===== src/spc_pkg.sv =====
package spc_pkg;

  // ----------------------------------------------------------------
  // register addresses
  // ----------------------------------------------------------------
  localparam logic [31:0] ADDR_PROFILE   = 32'hf1000550;
  localparam logic [31:0] ADDR_FRM_CTRL  = 32'hf1000610;
  localparam logic [31:0] ADDR_FRM_VALUE = 32'hf1000614;
  localparam logic [31:0] ADDR_TRG_CTRL  = 32'hf1000620;
  localparam logic [31:0] ADDR_TRG_VALUE = 32'hf1000624;

  // ----------------------------------------------------------------
  // field positions (bit 0 of the bus word is the msb, bit 31 here)
  // ----------------------------------------------------------------
  localparam int BIT_PRESENT = 31;
  localparam int BIT_CLEAR   = 30;
  localparam int BIT_STAMP   = 25;
  localparam int BIT_STORE   = 23;
  localparam int BIT_LOAD    = 22;
  localparam int BIT_BOOT    = 21;
  localparam int FAULT_LSB   = 8;
  localparam int ROW_LSB     = 0;

  // ----------------------------------------------------------------
  // fault results
  // ----------------------------------------------------------------
  localparam logic [3:0] FAULT_NONE      = 4'h0;
  localparam logic [3:0] FAULT_CORRUPT   = 4'h1;
  localparam logic [3:0] FAULT_NOT_IDLE  = 4'h2;
  localparam logic [3:0] FAULT_ABSENT    = 4'h3;
  localparam logic [3:0] FAULT_NO_SLOT   = 4'h4;
  localparam logic [3:0] FAULT_RANGE     = 4'h5;
  localparam logic [3:0] FAULT_DEFAULT   = 4'h6;
  localparam logic [3:0] FAULT_LUT_LOAD  = 4'h7;
  localparam logic [3:0] FAULT_LUT_STORE = 4'h8;

  // ----------------------------------------------------------------
  // profile slots and stamp byte window
  // ----------------------------------------------------------------
  localparam logic [3:0]  LAST_SLOT      = 4'h3;
  localparam logic [15:0] FRM_BYTE_FIRST = 16'h0004;
  localparam logic [15:0] TRG_BYTE_FIRST = 16'h0008;
  localparam logic [15:0] TRG_BYTE_LAST  = 16'h000b;
  localparam logic [3:0]  RST_SLOT       = 4'h0;

  typedef struct packed {
    logic        valid;
    logic        write;
    logic [31:0] addr;
    logic [31:0] data;
  } spc_req_t;

  // what one profile holds; the table enable bit is deliberately absent
  typedef struct packed {
    logic [31:0] settings;
    logic [3:0]  table_select;
    logic        stamp_on;
    logic [15:0] stamp_row;
  } spc_prof_t;

  localparam spc_prof_t FACTORY_PROFILE = '{
    settings:     32'h0000_0000,
    table_select: 4'h0,
    stamp_on:     1'b0,
    stamp_row:    16'h0000
  };

  typedef enum logic [3:0] {
    OP_STORE = 4'b0001,
    OP_LOAD  = 4'b0010,
    OP_BOOT  = 4'b0100,
    OP_START = 4'b1000
  } spc_op_t;

  typedef enum logic [2:0] {
    ST_IDLE  = 3'b001,
    ST_READ  = 3'b010,
    ST_APPLY = 3'b100
  } spc_state_t;

endpackage : spc_pkg


===== src/spc_stamp_ctr.sv =====
`timescale 1ns/1ps
`default_nettype none

module spc_stamp_ctr (
  input  wire logic        clk,
  input  wire logic        rst_n,
  input  wire logic        ce,
  input  wire logic        clr,
  input  wire logic        inc,
  output var  logic [31:0] count
);

  // an event in the clearing cycle is counted, so it is not lost
  logic [31:0] count_reg;
  logic [31:0] count_next;

  assign count_next = (clr ? 32'h0000_0000 : count_reg)
                    + {31'h0000_0000, inc};
  assign count      = count_reg;

  always_ff @(posedge clk)
  begin
    if (!rst_n)
      count_reg <= 32'h0000_0000;
    else if (ce)
      count_reg <= count_next;
  end

endmodule : spc_stamp_ctr

`default_nettype wire


===== src/spc_prof_mem.sv =====
`timescale 1ns/1ps
`default_nettype none

module spc_prof_mem (
  input  wire logic              clk,
  input  wire logic              rst_n,
  input  wire logic              ce,
  input  wire logic              wr_en,
  input  wire logic [1:0]        wr_slot,
  input  wire spc_pkg::spc_prof_t wr_data,
  input  wire logic [1:0]        rd_slot,
  output var  spc_pkg::spc_prof_t rd_data,
  output var  logic              rd_exists
);

  // slot zero is wired to the factory profile and has no storage
  spc_pkg::spc_prof_t mem_q [1:3];
  logic [3:1]         used_reg;

  // slot zero always exists; its flag is not a flip-flop
  wire rd_used = (rd_slot == 2'h0) ? 1'b1 : used_reg[rd_slot];

  genvar g;
  generate
    for (g = 1; g <= 3; g++)
    begin : g_slot
      always_ff @(posedge clk)
      begin
        if (!rst_n)
          used_reg[g] <= 1'b0;
        else if (ce && wr_en && wr_slot == 2'(g))
        begin
          used_reg[g] <= 1'b1;
          mem_q[g]    <= wr_data;
        end
      end
    end
  endgenerate

  always_ff @(posedge clk)
  begin
    if (!rst_n)
    begin
      rd_data   <= spc_pkg::FACTORY_PROFILE;
      rd_exists <= 1'b0;
    end
    else if (ce)
    begin
      rd_data   <= (rd_slot == 2'h0) ? spc_pkg::FACTORY_PROFILE
                                     : mem_q[rd_slot];
      rd_exists <= rd_used;
    end
  end

endmodule : spc_prof_mem

`default_nettype wire


===== src/spc_top.sv =====
`timescale 1ns/1ps
`default_nettype none

module spc_top (
  input  wire logic              CORE_CLK,
  input  wire logic              RST_N,
  input  wire logic              CE,
  input  wire spc_pkg::spc_req_t BUS_REQ,
  output var  logic              RESP_VALID,
  output var  logic [31:0]       RD_DATA,
  input  wire logic              FRAME_DONE,
  input  wire logic              TRIG_SEEN,
  input  wire logic              INIT_CMD,
  input  wire logic              CAPTURE_BUSY,
  input  wire logic [31:0]       SETTINGS_IN,
  input  wire logic [3:0]        TABLE_SEL_IN,
  output var  logic              CAPTURE_STOP,
  output var  logic              SETTINGS_LOAD,
  output var  spc_pkg::spc_prof_t SETTINGS_OUT,
  input  wire logic              PIX_VALID,
  input  wire logic [15:0]       LINE_NUM,
  input  wire logic [15:0]       BYTE_IDX,
  input  wire logic [15:0]       IMG_HEIGHT,
  output var  logic              STAMP_VALID,
  output var  logic [7:0]        STAMP_DATA
);

  // ----------------------------------------------------------------
  // address decode
  // ----------------------------------------------------------------
  spc_pkg::spc_state_t state_reg;
  spc_pkg::spc_op_t    op_reg;
  logic [3:0]          id_reg;
  logic [3:0]          fault_reg;
  logic [3:0]          slot_reg;
  logic [3:0]          default_reg;
  logic                stamp_on_reg;
  logic [15:0]         stamp_row_reg;
  logic [31:0]         frm_cnt;
  logic [31:0]         trg_cnt;
  spc_pkg::spc_prof_t  mem_rd;
  logic                mem_exists;

  wire idle     = (state_reg == spc_pkg::ST_IDLE);
  wire take     = BUS_REQ.valid && idle;
  wire wr       = take && BUS_REQ.write;
  wire hit_prof = (BUS_REQ.addr == spc_pkg::ADDR_PROFILE);
  wire hit_frm  = (BUS_REQ.addr == spc_pkg::ADDR_FRM_CTRL);
  wire hit_trg  = (BUS_REQ.addr == spc_pkg::ADDR_TRG_CTRL);
  wire wr_prof  = wr && hit_prof;
  wire wr_stamp = wr && (hit_frm || hit_trg);
  wire frm_clr  = wr && hit_frm && BUS_REQ.data[spc_pkg::BIT_CLEAR];
  wire trg_clr  = wr && hit_trg && BUS_REQ.data[spc_pkg::BIT_CLEAR];
  wire req_store = BUS_REQ.data[spc_pkg::BIT_STORE];
  wire req_load  = BUS_REQ.data[spc_pkg::BIT_LOAD];
  wire req_boot  = BUS_REQ.data[spc_pkg::BIT_BOOT];
  // priority store over load over boot-choice when several bits are set
  wire start_op  = wr_prof && (req_store || req_load || req_boot);
  wire boot_go   = idle && !BUS_REQ.valid && INIT_CMD;

  // ----------------------------------------------------------------
  // counters
  // ----------------------------------------------------------------
  spc_stamp_ctr u_frm_ctr (
    .clk   (CORE_CLK),
    .rst_n (RST_N),
    .ce    (CE),
    .clr   (frm_clr),
    .inc   (FRAME_DONE),
    .count (frm_cnt)
  );

  spc_stamp_ctr u_trg_ctr (
    .clk   (CORE_CLK),
    .rst_n (RST_N),
    .ce    (CE),
    .clr   (trg_clr),
    .inc   (TRIG_SEEN),
    .count (trg_cnt)
  );

  // ----------------------------------------------------------------
  // profile store
  // ----------------------------------------------------------------
  wire in_apply   = (state_reg == spc_pkg::ST_APPLY);
  wire id_bad     = (id_reg > spc_pkg::LAST_SLOT);
  wire is_store   = (op_reg == spc_pkg::OP_STORE);
  wire is_load    = (op_reg == spc_pkg::OP_LOAD);
  wire is_choice  = (op_reg == spc_pkg::OP_BOOT);
  wire is_start   = (op_reg == spc_pkg::OP_START);
  // slot zero is never written
  wire mem_wr     = in_apply && is_store && !id_bad && id_reg != 4'h0;

  spc_pkg::spc_prof_t snap;
  assign snap = '{settings:     SETTINGS_IN,
                  table_select: TABLE_SEL_IN,
                  stamp_on:     stamp_on_reg,
                  stamp_row:    stamp_row_reg};

  spc_prof_mem u_mem (
    .clk       (CORE_CLK),
    .rst_n     (RST_N),
    .ce        (CE),
    .wr_en     (mem_wr),
    .wr_slot   (id_reg[1:0]),
    .wr_data   (snap),
    .rd_slot   (id_reg[1:0]),
    .rd_data   (mem_rd),
    .rd_exists (mem_exists)
  );

  // load outcome; any failed load falls back to factory data
  wire load_busy = is_load && CAPTURE_BUSY;
  wire load_ok   = (is_load || is_start) && !id_bad && mem_exists
                 && !load_busy;
  wire load_do   = in_apply && (is_load || is_start);
  spc_pkg::spc_prof_t load_data;
  assign load_data = load_ok ? mem_rd : spc_pkg::FACTORY_PROFILE;

  logic [3:0] fault_next;
  assign fault_next =
      (is_store && (id_bad || id_reg == 4'h0)) ? spc_pkg::FAULT_RANGE :
      load_busy                                ? spc_pkg::FAULT_NOT_IDLE :
      (!is_store && id_bad)                    ? spc_pkg::FAULT_RANGE :
      (!is_store && !mem_exists)               ? spc_pkg::FAULT_NO_SLOT :
                                                 spc_pkg::FAULT_NONE;

  // ----------------------------------------------------------------
  // sequencer: one profile operation at a time
  // ----------------------------------------------------------------
  always_ff @(posedge CORE_CLK)
  begin
    if (!RST_N)
    begin
      state_reg <= spc_pkg::ST_READ;
      op_reg    <= spc_pkg::OP_START;
      id_reg    <= spc_pkg::RST_SLOT;
    end
    else if (CE)
    begin
      case (state_reg)
        spc_pkg::ST_IDLE:
        begin
          if (start_op)
          begin
            state_reg <= spc_pkg::ST_READ;
            id_reg    <= BUS_REQ.data[3:0];
            op_reg    <= req_store ? spc_pkg::OP_STORE :
                         req_load  ? spc_pkg::OP_LOAD  : spc_pkg::OP_BOOT;
          end
          else if (boot_go)
          begin
            state_reg <= spc_pkg::ST_READ;
            id_reg    <= default_reg;
            op_reg    <= spc_pkg::OP_START;
          end
        end
        spc_pkg::ST_READ:  state_reg <= spc_pkg::ST_APPLY;
        spc_pkg::ST_APPLY: state_reg <= spc_pkg::ST_IDLE;
        default:           state_reg <= spc_pkg::ST_IDLE;
      endcase
    end
  end

  // ----------------------------------------------------------------
  // profile control state
  // ----------------------------------------------------------------
  always_ff @(posedge CORE_CLK)
  begin
    if (!RST_N)
    begin
      fault_reg   <= spc_pkg::FAULT_NONE;
      slot_reg    <= spc_pkg::RST_SLOT;
      default_reg <= spc_pkg::RST_SLOT;
    end
    else if (CE)
    begin
      if (wr_prof)
        fault_reg <= spc_pkg::FAULT_NONE;
      else if (in_apply && !is_start)
        fault_reg <= fault_next;
      if (load_do)
        slot_reg <= load_ok ? id_reg : 4'h0;
      if (in_apply && is_choice && fault_next == spc_pkg::FAULT_NONE)
        default_reg <= id_reg;
    end
  end

  // ----------------------------------------------------------------
  // shared stamp settings
  // ----------------------------------------------------------------
  always_ff @(posedge CORE_CLK)
  begin
    if (!RST_N)
    begin
      stamp_on_reg  <= spc_pkg::FACTORY_PROFILE.stamp_on;
      stamp_row_reg <= spc_pkg::FACTORY_PROFILE.stamp_row;
    end
    else if (CE)
    begin
      if (load_do)
      begin
        stamp_on_reg  <= load_data.stamp_on;
        stamp_row_reg <= load_data.stamp_row;
      end
      else if (wr_stamp)
      begin
        stamp_on_reg  <= BUS_REQ.data[spc_pkg::BIT_STAMP];
        stamp_row_reg <= BUS_REQ.data[spc_pkg::ROW_LSB +: 16];
      end
    end
  end

  // ----------------------------------------------------------------
  // read data; reserved bits stay zero
  // ----------------------------------------------------------------
  wire [31:0] stamp_word = {1'b1, 5'h00, stamp_on_reg, 9'h000,
                            stamp_row_reg};
  wire [31:0] prof_word  = {1'b1, 19'h00000, fault_reg, 4'h0,
                            slot_reg};
  wire [31:0] rd_mux =
      hit_prof                           ? prof_word  :
      hit_frm || hit_trg                 ? stamp_word :
      BUS_REQ.addr == spc_pkg::ADDR_FRM_VALUE ? frm_cnt :
      BUS_REQ.addr == spc_pkg::ADDR_TRG_VALUE ? trg_cnt :
                                           32'h0000_0000;

  // profile writes that start an operation answer only from the apply state, so the host sees
  // no response until the store, load or boot choice is finished
  always_ff @(posedge CORE_CLK)
  begin
    if (!RST_N)
    begin
      RESP_VALID <= 1'b0;
      RD_DATA    <= 32'h0000_0000;
    end
    else if (CE)
    begin
      RESP_VALID <= (take && !start_op) || (in_apply && !is_start);
      if (take && !BUS_REQ.write)
        RD_DATA <= rd_mux;
    end
  end

  // ----------------------------------------------------------------
  // side outputs; memory-channel registers are never touched
  // ----------------------------------------------------------------
  always_ff @(posedge CORE_CLK)
  begin
    if (!RST_N)
    begin
      CAPTURE_STOP  <= 1'b0;
      SETTINGS_LOAD <= 1'b0;
      SETTINGS_OUT  <= spc_pkg::FACTORY_PROFILE;
    end
    else if (CE)
    begin
      CAPTURE_STOP  <= start_op && req_store;
      SETTINGS_LOAD <= load_do;
      if (load_do)
        SETTINGS_OUT <= load_data;
    end
  end

  // ----------------------------------------------------------------
  // stamp insertion
  // ----------------------------------------------------------------
  // a negative row counts back from the image height
  wire [15:0] row_abs = stamp_row_reg[15] ? 16'(IMG_HEIGHT + stamp_row_reg)
                                          : stamp_row_reg;
  wire in_win = BYTE_IDX >= spc_pkg::FRM_BYTE_FIRST
             && BYTE_IDX <= spc_pkg::TRG_BYTE_LAST;
  wire stamp_hit = stamp_on_reg && PIX_VALID && LINE_NUM == row_abs
                && in_win;
  wire [31:0] word_sel = (BYTE_IDX < spc_pkg::TRG_BYTE_FIRST)
                       ? frm_cnt : trg_cnt;
  wire [31:0] word_sh  = word_sel >> {~BYTE_IDX[1:0], 3'b000};

  always_ff @(posedge CORE_CLK)
  begin
    if (!RST_N)
    begin
      STAMP_VALID <= 1'b0;
      STAMP_DATA  <= 8'h00;
    end
    else if (CE)
    begin
      STAMP_VALID <= stamp_hit;
      STAMP_DATA  <= stamp_hit ? word_sh[7:0] : 8'h00;
    end
  end
endmodule : spc_top

`default_nettype wire


===== config.mk =====
export PLATFORM = sky130hd
export DESIGN_NAME = spc_top
export DESIGN_NICKNAME = d
export VERILOG_FILES = /design/src/spc_pkg.sv /design/src/spc_stamp_ctr.sv /design/src/spc_prof_mem.sv /design/src/spc_top.sv
export SDC_FILE = /design/constraint.sdc
export NUM_CORES = 1
export LEC_CHECK = 0
export BUFFER_PORTS_ARGS = -buffer_cell sky130_fd_sc_hd__clkbuf_2
export CORE_UTILIZATION = 50
export DETAILED_ROUTE_END_ITERATION = 8
export GPL_TIMING_DRIVEN = 0
export PLACE_DENSITY = 0.82
export SYNTH_ARGS = -nofsm -noshare
export SYNTH_HDL_FRONTEND = slang
export SYNTH_HIERARCHICAL = 1
export SYNTH_SLANG_ARGS = --single-unit
export TNS_END_PERCENT = 50

===== constraint.sdc =====
create_clock -name CORE_CLK -period 6 [get_ports CORE_CLK]
set_input_delay 0.6 -clock CORE_CLK [delete_from_list [all_inputs] [get_ports CORE_CLK]]
set_output_delay 0.6 -clock CORE_CLK [all_outputs]
set_load 0.03 [all_outputs]

==> metrics.md, run 1 <==
| Metric | Value |
|---|---|
| Synth cell count leaders | `257 x dfxtp_1, 168 x nand2_1, 159 x edfxtp_1` |
| Post-cts resize count | `0` |
| DRT antenna net count | `0` |
| Worst setup EP type | `flop` |
| YS warnings | `6` |
| Share of the synthesized area in the top cell type | `0.260` |
| Area growth, synth to finish | `17.0%` |
| FMAX | `252 MHz` |
| Type of the worst setup path | `in -> reg` |
| Dpl cells | `2556` |
| Sink Count | `approximately 420` |
| Full die area | `about 40000 um^2` |
| Internal power | `0.00466 W` |
| Largest registers | `u_mem/mem_q: 159 flops, SETTINGS_OUT: 53 flops, u_mem/rd_data: 53 flops` |
| Detailed Place HPWL | `approximately 42 mm` |
| Cell area after synthesis | `19800 um^2` |
| Number of global-route vias before repair | `15848` |
| Post-CTS setup buffer count | `0` |
| R2R setup slack | `approximately 2.2 ns` |
| Routed WL | `59.6 mm` |
| Initial DRC Count | `1571` |
| Max cap viols | `0` |
| Final setup violation count | `0` |
| RSZ-0062 raised after global routing | `false` |
| Slew HR | `0.243` |
| Hold Violations, Final | `0` |
| Core Box Area | `38800 um^2` |
| Yosys top cell by area | `dfxtp_1` |
| Critical path launch point | `BUS_REQ[52]` |
| Post-CTS Hold Buffers | `0` |
| Critical Path AT | `4.43 ns` |
| CTS tree | `done` |
| Slew at the pin closest to its max-slew limit | `1.13 ns` |
| First-pass iteration count of the detailed router | `9` |
| Max Slew Vio Count | `0` |
| Syn Nets | `a little under 2000` |
| Via density | `6.21` |
| Ys async rst share | `0` |
| Min cycle time layout | `3.97 ns` |
| Starting density of the core | `0.510` |
| Yosys reg bits | `~420` |
| Largest net degree at the start of global routing | `55` |
| GP Congestion | `~0.94` |
| P per Cell Area | `259 nW/um^2` |
| CTS Buffer Depth | `3` |
| Clock Skew | `0.0152 ns` |
| Crit Path Max Fanout | `10` |
| Switching power | `approximately 0.0013 W` |
| Post-Layout Cell Count | `2634` |
| Synth Instances | `1795` |
| Crit start category | `primary input` |
| Clock-pin slew on the worst setup and hold paths | `0.06 ns` |
| Share of cells above drive strength 1 | `0.255` |
| Outcome | `finished, final reports clean` |
| Reg with most FFs | `u_mem/mem_q` |
| DR DRC count | `0` |
| Clock share of power | `0.453` |
| H-tree levels | `2` |
| Routed len/inst | `22.6 um` |
| Static leakage | `8.95 nW` |
| R2r startpoint | `state_reg[2]$_SDFFE_PN0P_` |
| Syn Area/Cell | `11.0 um^2` |
| PortBufs | `approximately 240` |
| Skew-Pair Late Insertion Delay | `0.55 ns` |
| Peak supply drop | `177 uV` |
| Chip height | `between 200 and 250 um` |
| Nets | `2260` |
| Initial antenna violation count | `4` |
| CP required | `between 6 and 7 ns` |
| Count leader, synth | `dfxtp_1` |
| DIE WIDTH | `201 um` |
| Cts bufs inserted | `42` |
| Vias post-DR | `16349` |
| IO Count | `about 260` |
| First-pass GRT wire length | `91.1 mm` |
| Dominant synthesized flop cell | `dfxtp_1` |
| Synth area leaders | `dfxtp_1 26%, edfxtp_1 24%, mux2_4 3.6%` |
| Synth unique cells | `97` |
| Clk root buf | `clkbuf_16` |
| Global-route usage over all layers | `0.287` |
| Gate power share | `0.050` |
| EDFF count, synth | `159` |
| Net Sw Frac | `0.223` |
| Reg power frac | `0.497` |
| Sequential element share of the synthesized area | `0.501` |
| Fin Setup TNS | `0 ns` |
| Hold Crit Class | `in -> reg` |
| Min-Delay Startpoint | `SETTINGS_IN[28]` |
| FP Rows | `72` |
| Gr ovfl total | `0` |
| Period Utilization, post-route | `0.661` |
| Max FFs per register | `159` |
worst paths after layout:
| kind | end | cells past startpoint |
|---|---|---|
| setup / recovery | u_frm_ctr/count[18]$_SDFFE_PN0P_ | 15 |
| hold reg to reg | STAMP_VALID$_SDFFE_PN0P_ | 2 |
| setup reg to reg | u_frm_ctr/count[18]$_SDFFE_PN0P_ | 14 |
| hold / removal | u_mem/mem_q[3][49]$_DFFE_PP_ | 1 |
power groups by stage:
stage | Clock, W | Sequential, W | Combinational (W)
finish | 0.00271 | 0.00298 | 0.000301
global route | 0.00285 | 0.00298 | 0.000327
CTS | 0.00273 | 0.00298 | 0.000297
detailed placement | 0 | 0.00304 | 0.000293
global placement | 0 | 0.00304 | 0.000283
floorplan | 0 | 0.00303 | 0.000167
area by class of cell:
cell class | count | area (um^2)
Fill cell | 3053 | 15700
Sequential cell | 416 | 9920
Multi-Input combinational cell | 1232 | 9140
Clock buffer | 62 | 1290
Timing Repair Buffer | 243 | 1250
Buffer | 133 | 688
Tap cell | 518 | 648
Clock inverter | 15 | 156
Inverter | 14 | 52.6
Antenna cell | 1 | 2.50
routing by layer:
layer  track usage  part of all wire  vias to the layer above
met5             0           0.00059                        -
met4        0.0971             0.033                        4
met3        0.0597             0.092                      138
met2         0.478              0.47                      894
met1         0.371              0.40                     7951
li1              -                 -                     7362
logic make-up after synthesis:
family,share of synthesized area
compound gates,0.180
xor+xnor,0.0151
fa+ha+maj,0.0130
buf+inv,0.0374
flops,0.501
mux,0.0834
simple gates,0.169
worst max-delay path, stage by stage:
cell and delay, ns:
clkbuf_2 0.08, nor4_1 0.49, nand3_1 0.30, nor4_1 0.34
nand3_1 0.15, nor2_1 0.38, buf_6 0.22, clkbuf_1 0.37
nor2b_1 0.10, ha_1 0.28, ha_1 0.27, nand3_1 0.24
nor2_1 0.18, a31o_2 0.26, a21boi_0 0.15
metrics by stage:
stage | utilization | instance area, um^2 | hold slack, ns | power (W) | setup slack (ns)
4_1_cts | 0.596 | 23100 | 0.233 | 0.00600 | 2.22
6_report | 0.596 | 23100 | 0.249 | 0.00599 | 2.03
5_1_grt | 0.596 | 23100 | 0.233 | 0.00616 | 1.81
3_5_place_dp | 0.559 | 21700 | 0.442 | 0.00333 | 1.69
2_1_floorplan | - | 19800 | 0.426 | 0.00320 | 2.70
3_3_place_gp | 0.557 | 21600 | 0.435 | 0.00332 | 1.71
layout by cell type (no fill, tap or decap), types with 13 or more instances in the layout:
cell type,n
mux2_4,47
nor4_1,13
and3_1,23
nor2b_1,86
a21boi_0,19
nor3_1,15
a21oi_1,87
mux4_2,16
nand4_1,41
o211a_1,28
mux2i_1,47
xnor2_1,27
clkbuf_1,86
inv_1,14
edfxtp_1,159
a22oi_1,75
o21ai_0,94
dfxtp_1,257
buf_2,31
clkbuf_2,242
and2_1,35
nor2_1,41
a22oi_2,47
a222oi_1,17
nand2_1,168
nand3_1,85
clkbuf_16,45
ha_1,19
No activity file was read; power rests on OpenSTA's default activity.
==> inputs of run 2 (changes only) <==
--- a/config.mk
+++ b/config.mk
@@ -9,7 +9,7 @@
 export CORE_UTILIZATION = 50
 export DETAILED_ROUTE_END_ITERATION = 8
 export GPL_TIMING_DRIVEN = 0
-export PLACE_DENSITY = 0.82
+export PLACE_DENSITY = 0.84
 export SYNTH_ARGS = -nofsm -noshare
 export SYNTH_HDL_FRONTEND = slang
 export SYNTH_HIERARCHICAL = 1
==> constraint.sdc (replaced) <==
create_clock -name CORE_CLK -period 3.6 [get_ports CORE_CLK]
set_input_delay 0.36 -clock CORE_CLK [delete_from_list [all_inputs] [get_ports CORE_CLK]]
set_output_delay 0.36 -clock CORE_CLK [all_outputs]
set_load 0.03 [all_outputs]
==> run 2 against run 1 <==
First-iteration DRC count increased by 15%. Sequential power increased by 66%. Clock skew increased by 0.00079 ns. Non-clock buffer count increased by 14. Clock-buffer cell count unchanged. Critical path depth decreased by 1. Register-to-register slack got worse by 2.0 ns. Total power increased by 65%. Combinational power increased by 72%. Largest cell class unchanged. Largest power group unchanged. Highest routed layer unchanged.
==> metrics.md, run 2 (synthesized netlist as in run 1, its figures left out) <==
| Metric | Value |
|---|---|
| Outcome | `finished, final reports clean` |
| FP Rows | `72` |
| Vias post-DR | `16604` |
| Peak supply drop | `283 uV` |
| DRT antenna net count | `0` |
| Reg with most FFs | `u_mem/mem_q` |
| R2r startpoint | `state_reg[2]$_SDFFE_PN0P_` |
| Routed WL | `59.8 mm` |
| Clock-pin slew on the worst setup and hold paths | `0.06 ns` |
| RSZ-0062 raised after global routing | `false` |
| Critical Path AT | `a little under 4 ns` |
| Crit Path Max Fanout | `10` |
| Net Sw Frac | `0.225` |
| First-pass GRT wire length | `91.7 mm` |
| Area growth, synth to finish | `17.4%` |
| Starting density of the core | `0.510` |
| DIE WIDTH | `201 um` |
| Type of the worst setup path | `reg -> reg` |
| Core Box Area | `38800 um^2` |
| Sink Count | `416` |
| Clock share of power | `0.444` |
| Clk root buf | `clkbuf_16` |
| Hold Crit Class | `in -> reg` |
| Slew at the pin closest to its max-slew limit | `1.33 ns` |
| Routed len/inst | `between 20 and 25 um` |
| Full die area | `~40000 um^2` |
| Worst setup EP type | `flop` |
| Largest net degree at the start of global routing | `55` |
| Post-Place Cell Area | `roughly 22000 um^2` |
| DR DRC count | `0` |
| CTS Buffer Depth | `3` |
| Max Slew Vio Count | `0` |
| Internal power | `0.00765 W` |
| Initial DRC Count | `~1800` |
| FMAX | `294 MHz` |
| First-pass iteration count of the detailed router | `8` |
| Chip height | `between 200 and 250 um` |
| Fin Setup TNS | `0 ns` |
| Hold Violations, Final | `0` |
| Initial antenna violation count | `4` |
| GP Congestion | `0.947` |
| Switching power | `0.00222 W` |
| Fillers | `3033` |
| Gr ovfl total | `0` |
| CP required | `approximately 4.1 ns` |
| PnR worst setup slack | `0.204 ns` |
| PortBufs | `241` |
| Most frequent cells in the layout | `256 x dfxtp_1, 243 x clkbuf_2, 168 x nand2_1` |
| Clock Skew | `0.0160 ns` |
| Min-Delay Startpoint | `SETTINGS_IN[1]` |
| Min cycle time layout | `about 3.4 ns` |
| Commonest non-fill, non-tap cell in the layout | `dfxtp_1` |
| H-tree levels | `2` |
| Period Utilization, post-route | `0.943` |
| Share of cells above drive strength 1 | `0.252` |
| IO Count | `255` |
| Post-CTS setup buffer count | `0` |
| Nets | `around 2300` |
| P per Cell Area | `~420 nW/um^2` |
| Final setup violation count | `0` |
| Cts bufs inserted | `42` |
| Largest registers | `u_mem/mem_q: 159 flops, SETTINGS_OUT: 53 flops, u_mem/rd_data: 53 flops` |
| CTS tree | `done` |
| Detailed Place HPWL | `42.5 mm` |
| Design area | `roughly 23000 um^2` |
| Number of global-route vias before repair | `16011` |
| Seq. cell area | `around 10000 um^2` |
| Max cap viols | `0` |
| Slew HR | `0.105` |
| Via density | `6.27` |
| Reg power frac | `0.503` |
| Multi-input logic area | `approximately 9000 um^2` |
| Crit start category | `flop` |
| Static leakage | `8.97 nW` |
| Critical path launch point | `state_reg[2]$_SDFFE_PN0P_` |
| Gate power share | `0.052` |
| Skew-Pair Late Insertion Delay | `0.56 ns` |
| Max FFs per register | `159` |
| Global-route usage over all layers | `0.290` |
| Setup WS pre-CTS | `-0.373 ns` |
## run 2: cell count changes in the layout (fill, tap and decap cells not counted), sizes merged
cell | before | now
inv | 16 | 18
clkinv | 10 | 7
dlygate4sd3 | 0 | 15
bufinv | 2 | 3
clkbuf | 383 | 382
## run 2: worst max-delay path: stages, from the launching register on
cell and delay [ns]:
dfxtp_1 0.35, nor2_1 0.14, and3_1 0.24, and2_1 0.33, nand3_1 0.14, nor2_1 0.23, buf_6 0.20, clkbuf_2 0.24
nor2b_1 0.08, ha_1 0.25, ha_1 0.26, nand3_1 0.26, nor2_1 0.18, and3_1 0.21, o21a_1 0.16
## run 2: power groups by stage
stage | registers, W | clock network [W] | logic (W)
CTS | 0.00496 | 0.00442 | 0.000507
global route | 0.00497 | 0.00460 | 0.000559
detailed placement | 0.00506 | 0 | 0.000486
floorplan | 0.00505 | 0 | 0.000279
finish | 0.00496 | 0.00439 | 0.000517
global placement | 0.00506 | 0 | 0.000470
## run 2: path summary, 6_finish.rpt
check	end	slack (ns)	depth (start not counted)
setup / recovery	u_trg_ctr/count[14]$_SDFFE_PN0P_	0.20	14
hold / removal	u_mem/mem_q[2][22]$_DFFE_PP_	0.007	1
setup reg to reg	u_trg_ctr/count[14]$_SDFFE_PN0P_	0.20	14
hold reg to reg	STAMP_VALID$_SDFFE_PN0P_	0.45	2
## run 2: final cells by class
cell class                      instances  area share
Tap cell                              518      0.0279
Multi-Input combinational cell       1232       0.394
Inverter                               14     0.00226
Buffer                                132      0.0295
Clock inverter                         15     0.00819
Sequential cell                       416       0.427
Clock buffer                           62      0.0511
Antenna cell                            1    0.000108
Timing Repair Buffer                  258      0.0604
## run 2: per-layer routing
layer	global-route usage	vias to the layer above	share of wire
met5	0	-	0.00022
met4	0.117	2	0.040
met3	0.0619	164	0.10
met2	0.472	972	0.47
met1	0.377	8061	0.39
li1	-	7405	-
## run 2: through the flow
| step | power [W] | util | cells | hold slack (ns) |
|---|---|---|---|---|
| after global routing | 0.0101 | 0.598 | 2648 | 0.00396 |
| final | 0.00987 | 0.598 | 2648 | 0.00749 |
| after CTS | 0.00989 | 0.598 | 2647 | 0.000704 |
| after global placement | 0.00553 | 0.557 | 2554 | 0.432 |
| after detailed placement | 0.00555 | 0.559 | 2556 | 0.437 |
| after floorplan | 0.00533 | - | 1795 | 0.426 |
## run 2: timing repair
item	4_1_cts	5_1_grt
pin swaps	0	1
endpoints found under the hold margin	42	0
hold buffers	15	0
resized for setup	0	4
endpoints found under the setup margin	2	21
cloned	0	0
==> inputs of run 3 (changes only) <==
--- a/config.mk
+++ b/config.mk
@@ -9,7 +9,7 @@
 export CORE_UTILIZATION = 50
 export DETAILED_ROUTE_END_ITERATION = 8
 export GPL_TIMING_DRIVEN = 0
-export PLACE_DENSITY = 0.84
+export PLACE_DENSITY = 0.82
 export SYNTH_ARGS = -nofsm -noshare
 export SYNTH_HDL_FRONTEND = slang
 export SYNTH_HIERARCHICAL = 1
==> constraint.sdc (replaced) <==
create_clock -name CORE_CLK -period 3.55 [get_ports CORE_CLK]
set_input_delay 0.355 -clock CORE_CLK [delete_from_list [all_inputs] [get_ports CORE_CLK]]
set_output_delay 0.355 -clock CORE_CLK [all_outputs]
set_load 0.03 [all_outputs]
==> run 3 against run 2 <==
The flow now finishes with violations (DRC). Critical path depth unchanged. Clock-buffer cell count unchanged. Maximum frequency about the same. Critical endpoint is now u_frm_ctr/count[13]$_SDFFE_PN0P_. Largest power group unchanged.
==> metrics.md, run 3 (synthesized netlist as in run 1, its figures left out) <==
| Metric | Value |
|---|---|
| Max cap viols | `0` |
| Nets | `2280` |
| DR DRC count | `12` |
| Gr ovfl total | `0` |
| RR Endpoint | `u_frm_ctr/count[13]$_SDFFE_PN0P_` |
| Final core utilization | `0.602` |
| Worst path cell trace | `nor2_1 -> and3_1 -> and2_2 -> nand3_1 -> nor2_2 -> buf_6 -> clkbuf_2 -> nor2b_1 -> ha_1 -> nand4_1 -> nor4_4 -> buf_2 -> a31oi_1 -> a41o_1` |
| First-pass GRT wire length | `a little over 90 mm` |
| Fillers | `3026` |
| R2r startpoint | `state_reg[2]$_SDFFE_PN0P_` |
| Largest delay contributor family on the critical path | `simple AND/OR/NAND/NOR gates` |
| Hold Crit Class | `in -> reg` |
| CTS tree | `done` |
| P per Cell Area | `between 400 and 500 nW/um^2` |
| Clk root buf | `clkbuf_16` |
| Skew-Pair Late Insertion Delay | `0.56 ns` |
| Hold depth | `1` |
| Commonest non-fill, non-tap cell in the layout | `dfxtp_1` |
| Reg with most FFs | `u_mem/mem_q` |
| Core Box Area | `38800 um^2` |
| Area growth, synth to finish | `18.2%` |
| Most frequent cells in the layout | `254 x dfxtp_1, 244 x clkbuf_2, 168 x nand2_1` |
| R2R setup slack | `0.16 ns` |
| Max Slew Vio Count | `0` |
| Critical Path AT | `3.83 ns` |
| GP Congestion | `0.937` |
| Routed WL | `about 60 mm` |
| Outcome | `finished, violations left` |
| Global-route usage over all layers | `0.288` |
| Failing checks | `DRC` |
| Number of global-route vias before repair | `about 16000` |
| FP Rows | `72` |
| Final setup violation count | `0` |
| PnR worst setup slack | `0.156 ns` |
| Largest registers | `u_mem/mem_q: 159 flops, SETTINGS_OUT: 53 flops, u_mem/rd_data: 53 flops` |
| Crit start category | `flop` |
| CP max-delay cell | `dfxtp_1` |
| Detailed Place HPWL | `about 42 mm` |
| Static leakage | `9.04 nW` |
| CTS Buffer Depth | `3` |
| Min cycle time layout | `around 3.4 ns` |
| Post-Place Cell Area | `21700 um^2` |
| Max FFs per register | `159` |
| Routed len/inst | `22.5 um` |
| Hold Violations, Final | `0` |
| Vias post-DR | `16297` |
| FMAX | `295 MHz` |
| Largest net degree at the start of global routing | `55` |
| Initial antenna violation count | `4` |
| Via density | `slightly above 6` |
| WP buf/inv | `3` |
| H-tree levels | `2` |
| Peak supply drop | `~300 uV` |
| Slew HR | `0.198` |
| First-pass iteration count of the detailed router | `9` |
| DRT antenna net count | `0` |
| Crit Path Max Fanout | `10` |
| Clock Skew | `around 0.014 ns` |
| Levels on crit path | `14` |
| Share of cells above drive strength 1 | `0.261` |
| Full die area | `40400 um^2` |
| Setup WS pre-CTS | `-0.513 ns` |
| CP required | `approximately 4 ns` |
| Starting density of the core | `0.510` |
| Worst setup EP type | `flop` |
| WHS Endpoint | `u_mem/mem_q[2][23]$_DFFE_PP_` |
| Period Utilization, post-route | `0.956` |
| IO Count | `255` |
| Type of the worst setup path | `reg -> reg` |
| Sink Count | `about 420` |
| DIE WIDTH | `201 um` |
| PortBufs | `241` |
| Initial DRC Count | `~1600` |
| Min-Delay Startpoint | `SETTINGS_IN[2]` |
| Clock-pin slew on the worst setup and hold paths | `around 0.060 ns` |
| Fin Setup TNS | `0 ns` |
| Worst-case reg-to-reg path depth | `14` |
| Chip height | `~200 um` |
| Worst path max stage delay | `0.40 ns` |
| Slew at the pin closest to its max-slew limit | `approximately 1.2 ns` |
| Design area | `23400 um^2` |
| Cts bufs inserted | `42` |
==> run 3: worst max path at each step <==
stage | startpoint | endpoint | slack (ns)
finish | state_reg[2]$_SDFFE_PN0P_ | u_frm_ctr/count[13]$_SDFFE_PN0P_ | 0.16
global route | state_reg[2]$_SDFFE_PN0P_ | u_frm_ctr/count[13]$_SDFFE_PN0P_ | -0.04
CTS | state_reg[2]$_SDFFE_PN0P_ | u_frm_ctr/count[30]$_SDFFE_PN0P_ | 0.02
detailed placement | BUS_REQ[52] | u_frm_ctr/count[14]$_SDFFE_PN0P_ | -0.51
global placement | CE | u_mem/mem_q[1][48]$_DFFE_PP_ | -0.49
floorplan | BUS_REQ[57] | u_frm_ctr/count[14]$_SDFFE_PN0P_ | 0.50
==> run 3: cell type report <==
class | instances | area (um^2) | share of cell area
Sequential cell | 416 | 9920 | 0.424
Multi-Input combinational cell | 1232 | 9180 | 0.392
Timing Repair Buffer | 263 | 1440 | 0.0616
Clock buffer | 62 | 1290 | 0.0552
Buffer | 133 | 691 | 0.0295
Tap cell | 518 | 648 | 0.0277
Clock inverter | 15 | 156 | 0.00669
Inverter | 14 | 52.6 | 0.00225
Antenna cell | 2 | 5.00 | 0.000214
==> run 3: metrics by stage <==
step | hold WS [ns] | instances | power (W)
after CTS | 0.0000997 | 2647 | 0.0102
after floorplan | 0.426 | 1795 | 0.00540
after global routing | 0.000153 | 2653 | 0.0104
after detailed placement | 0.442 | 2556 | 0.00563
final | 0.0113 | 2655 | 0.0101
after global placement | 0.435 | 2554 | 0.00561
==> run 3: worst reg2reg max path, delay by kind of cell (launching register included) <==
family	cells	cell delay (ns)
AOI/OAI and AO/OA	2	0.36
buffers and inverters	3	0.65
adders and majority gates	1	0.27
DFF	1	0.40
and+or+nand+nor	8	1.60
==> run 3: per-layer routing <==
metal	wire, um	vias up	track usage
met4	2060	4	0.0992
met3	5590	143	0.0597
li1	-	7413	-
met2	28300	856	0.479
met5	23	-	0
met1	23800	7881	0.371
==> run 3: timing repair <==
item / CTS / global route
setup buffers: 0 / 5
pin swaps: 0 / 2
hold endpoints to repair: 41 / 3
resized for setup: 1 / 14
setup endpoints to repair: 6 / 49
hold buffers: 14 / 1
==> run 3: where the power goes <==
part	total (W)	switching (W)	internal [W]
Combinational	0.000525	0.000314	0.000211
Clock	0.00459	0.00190	0.00268
Sequential	0.00503	0.0000490	0.00499
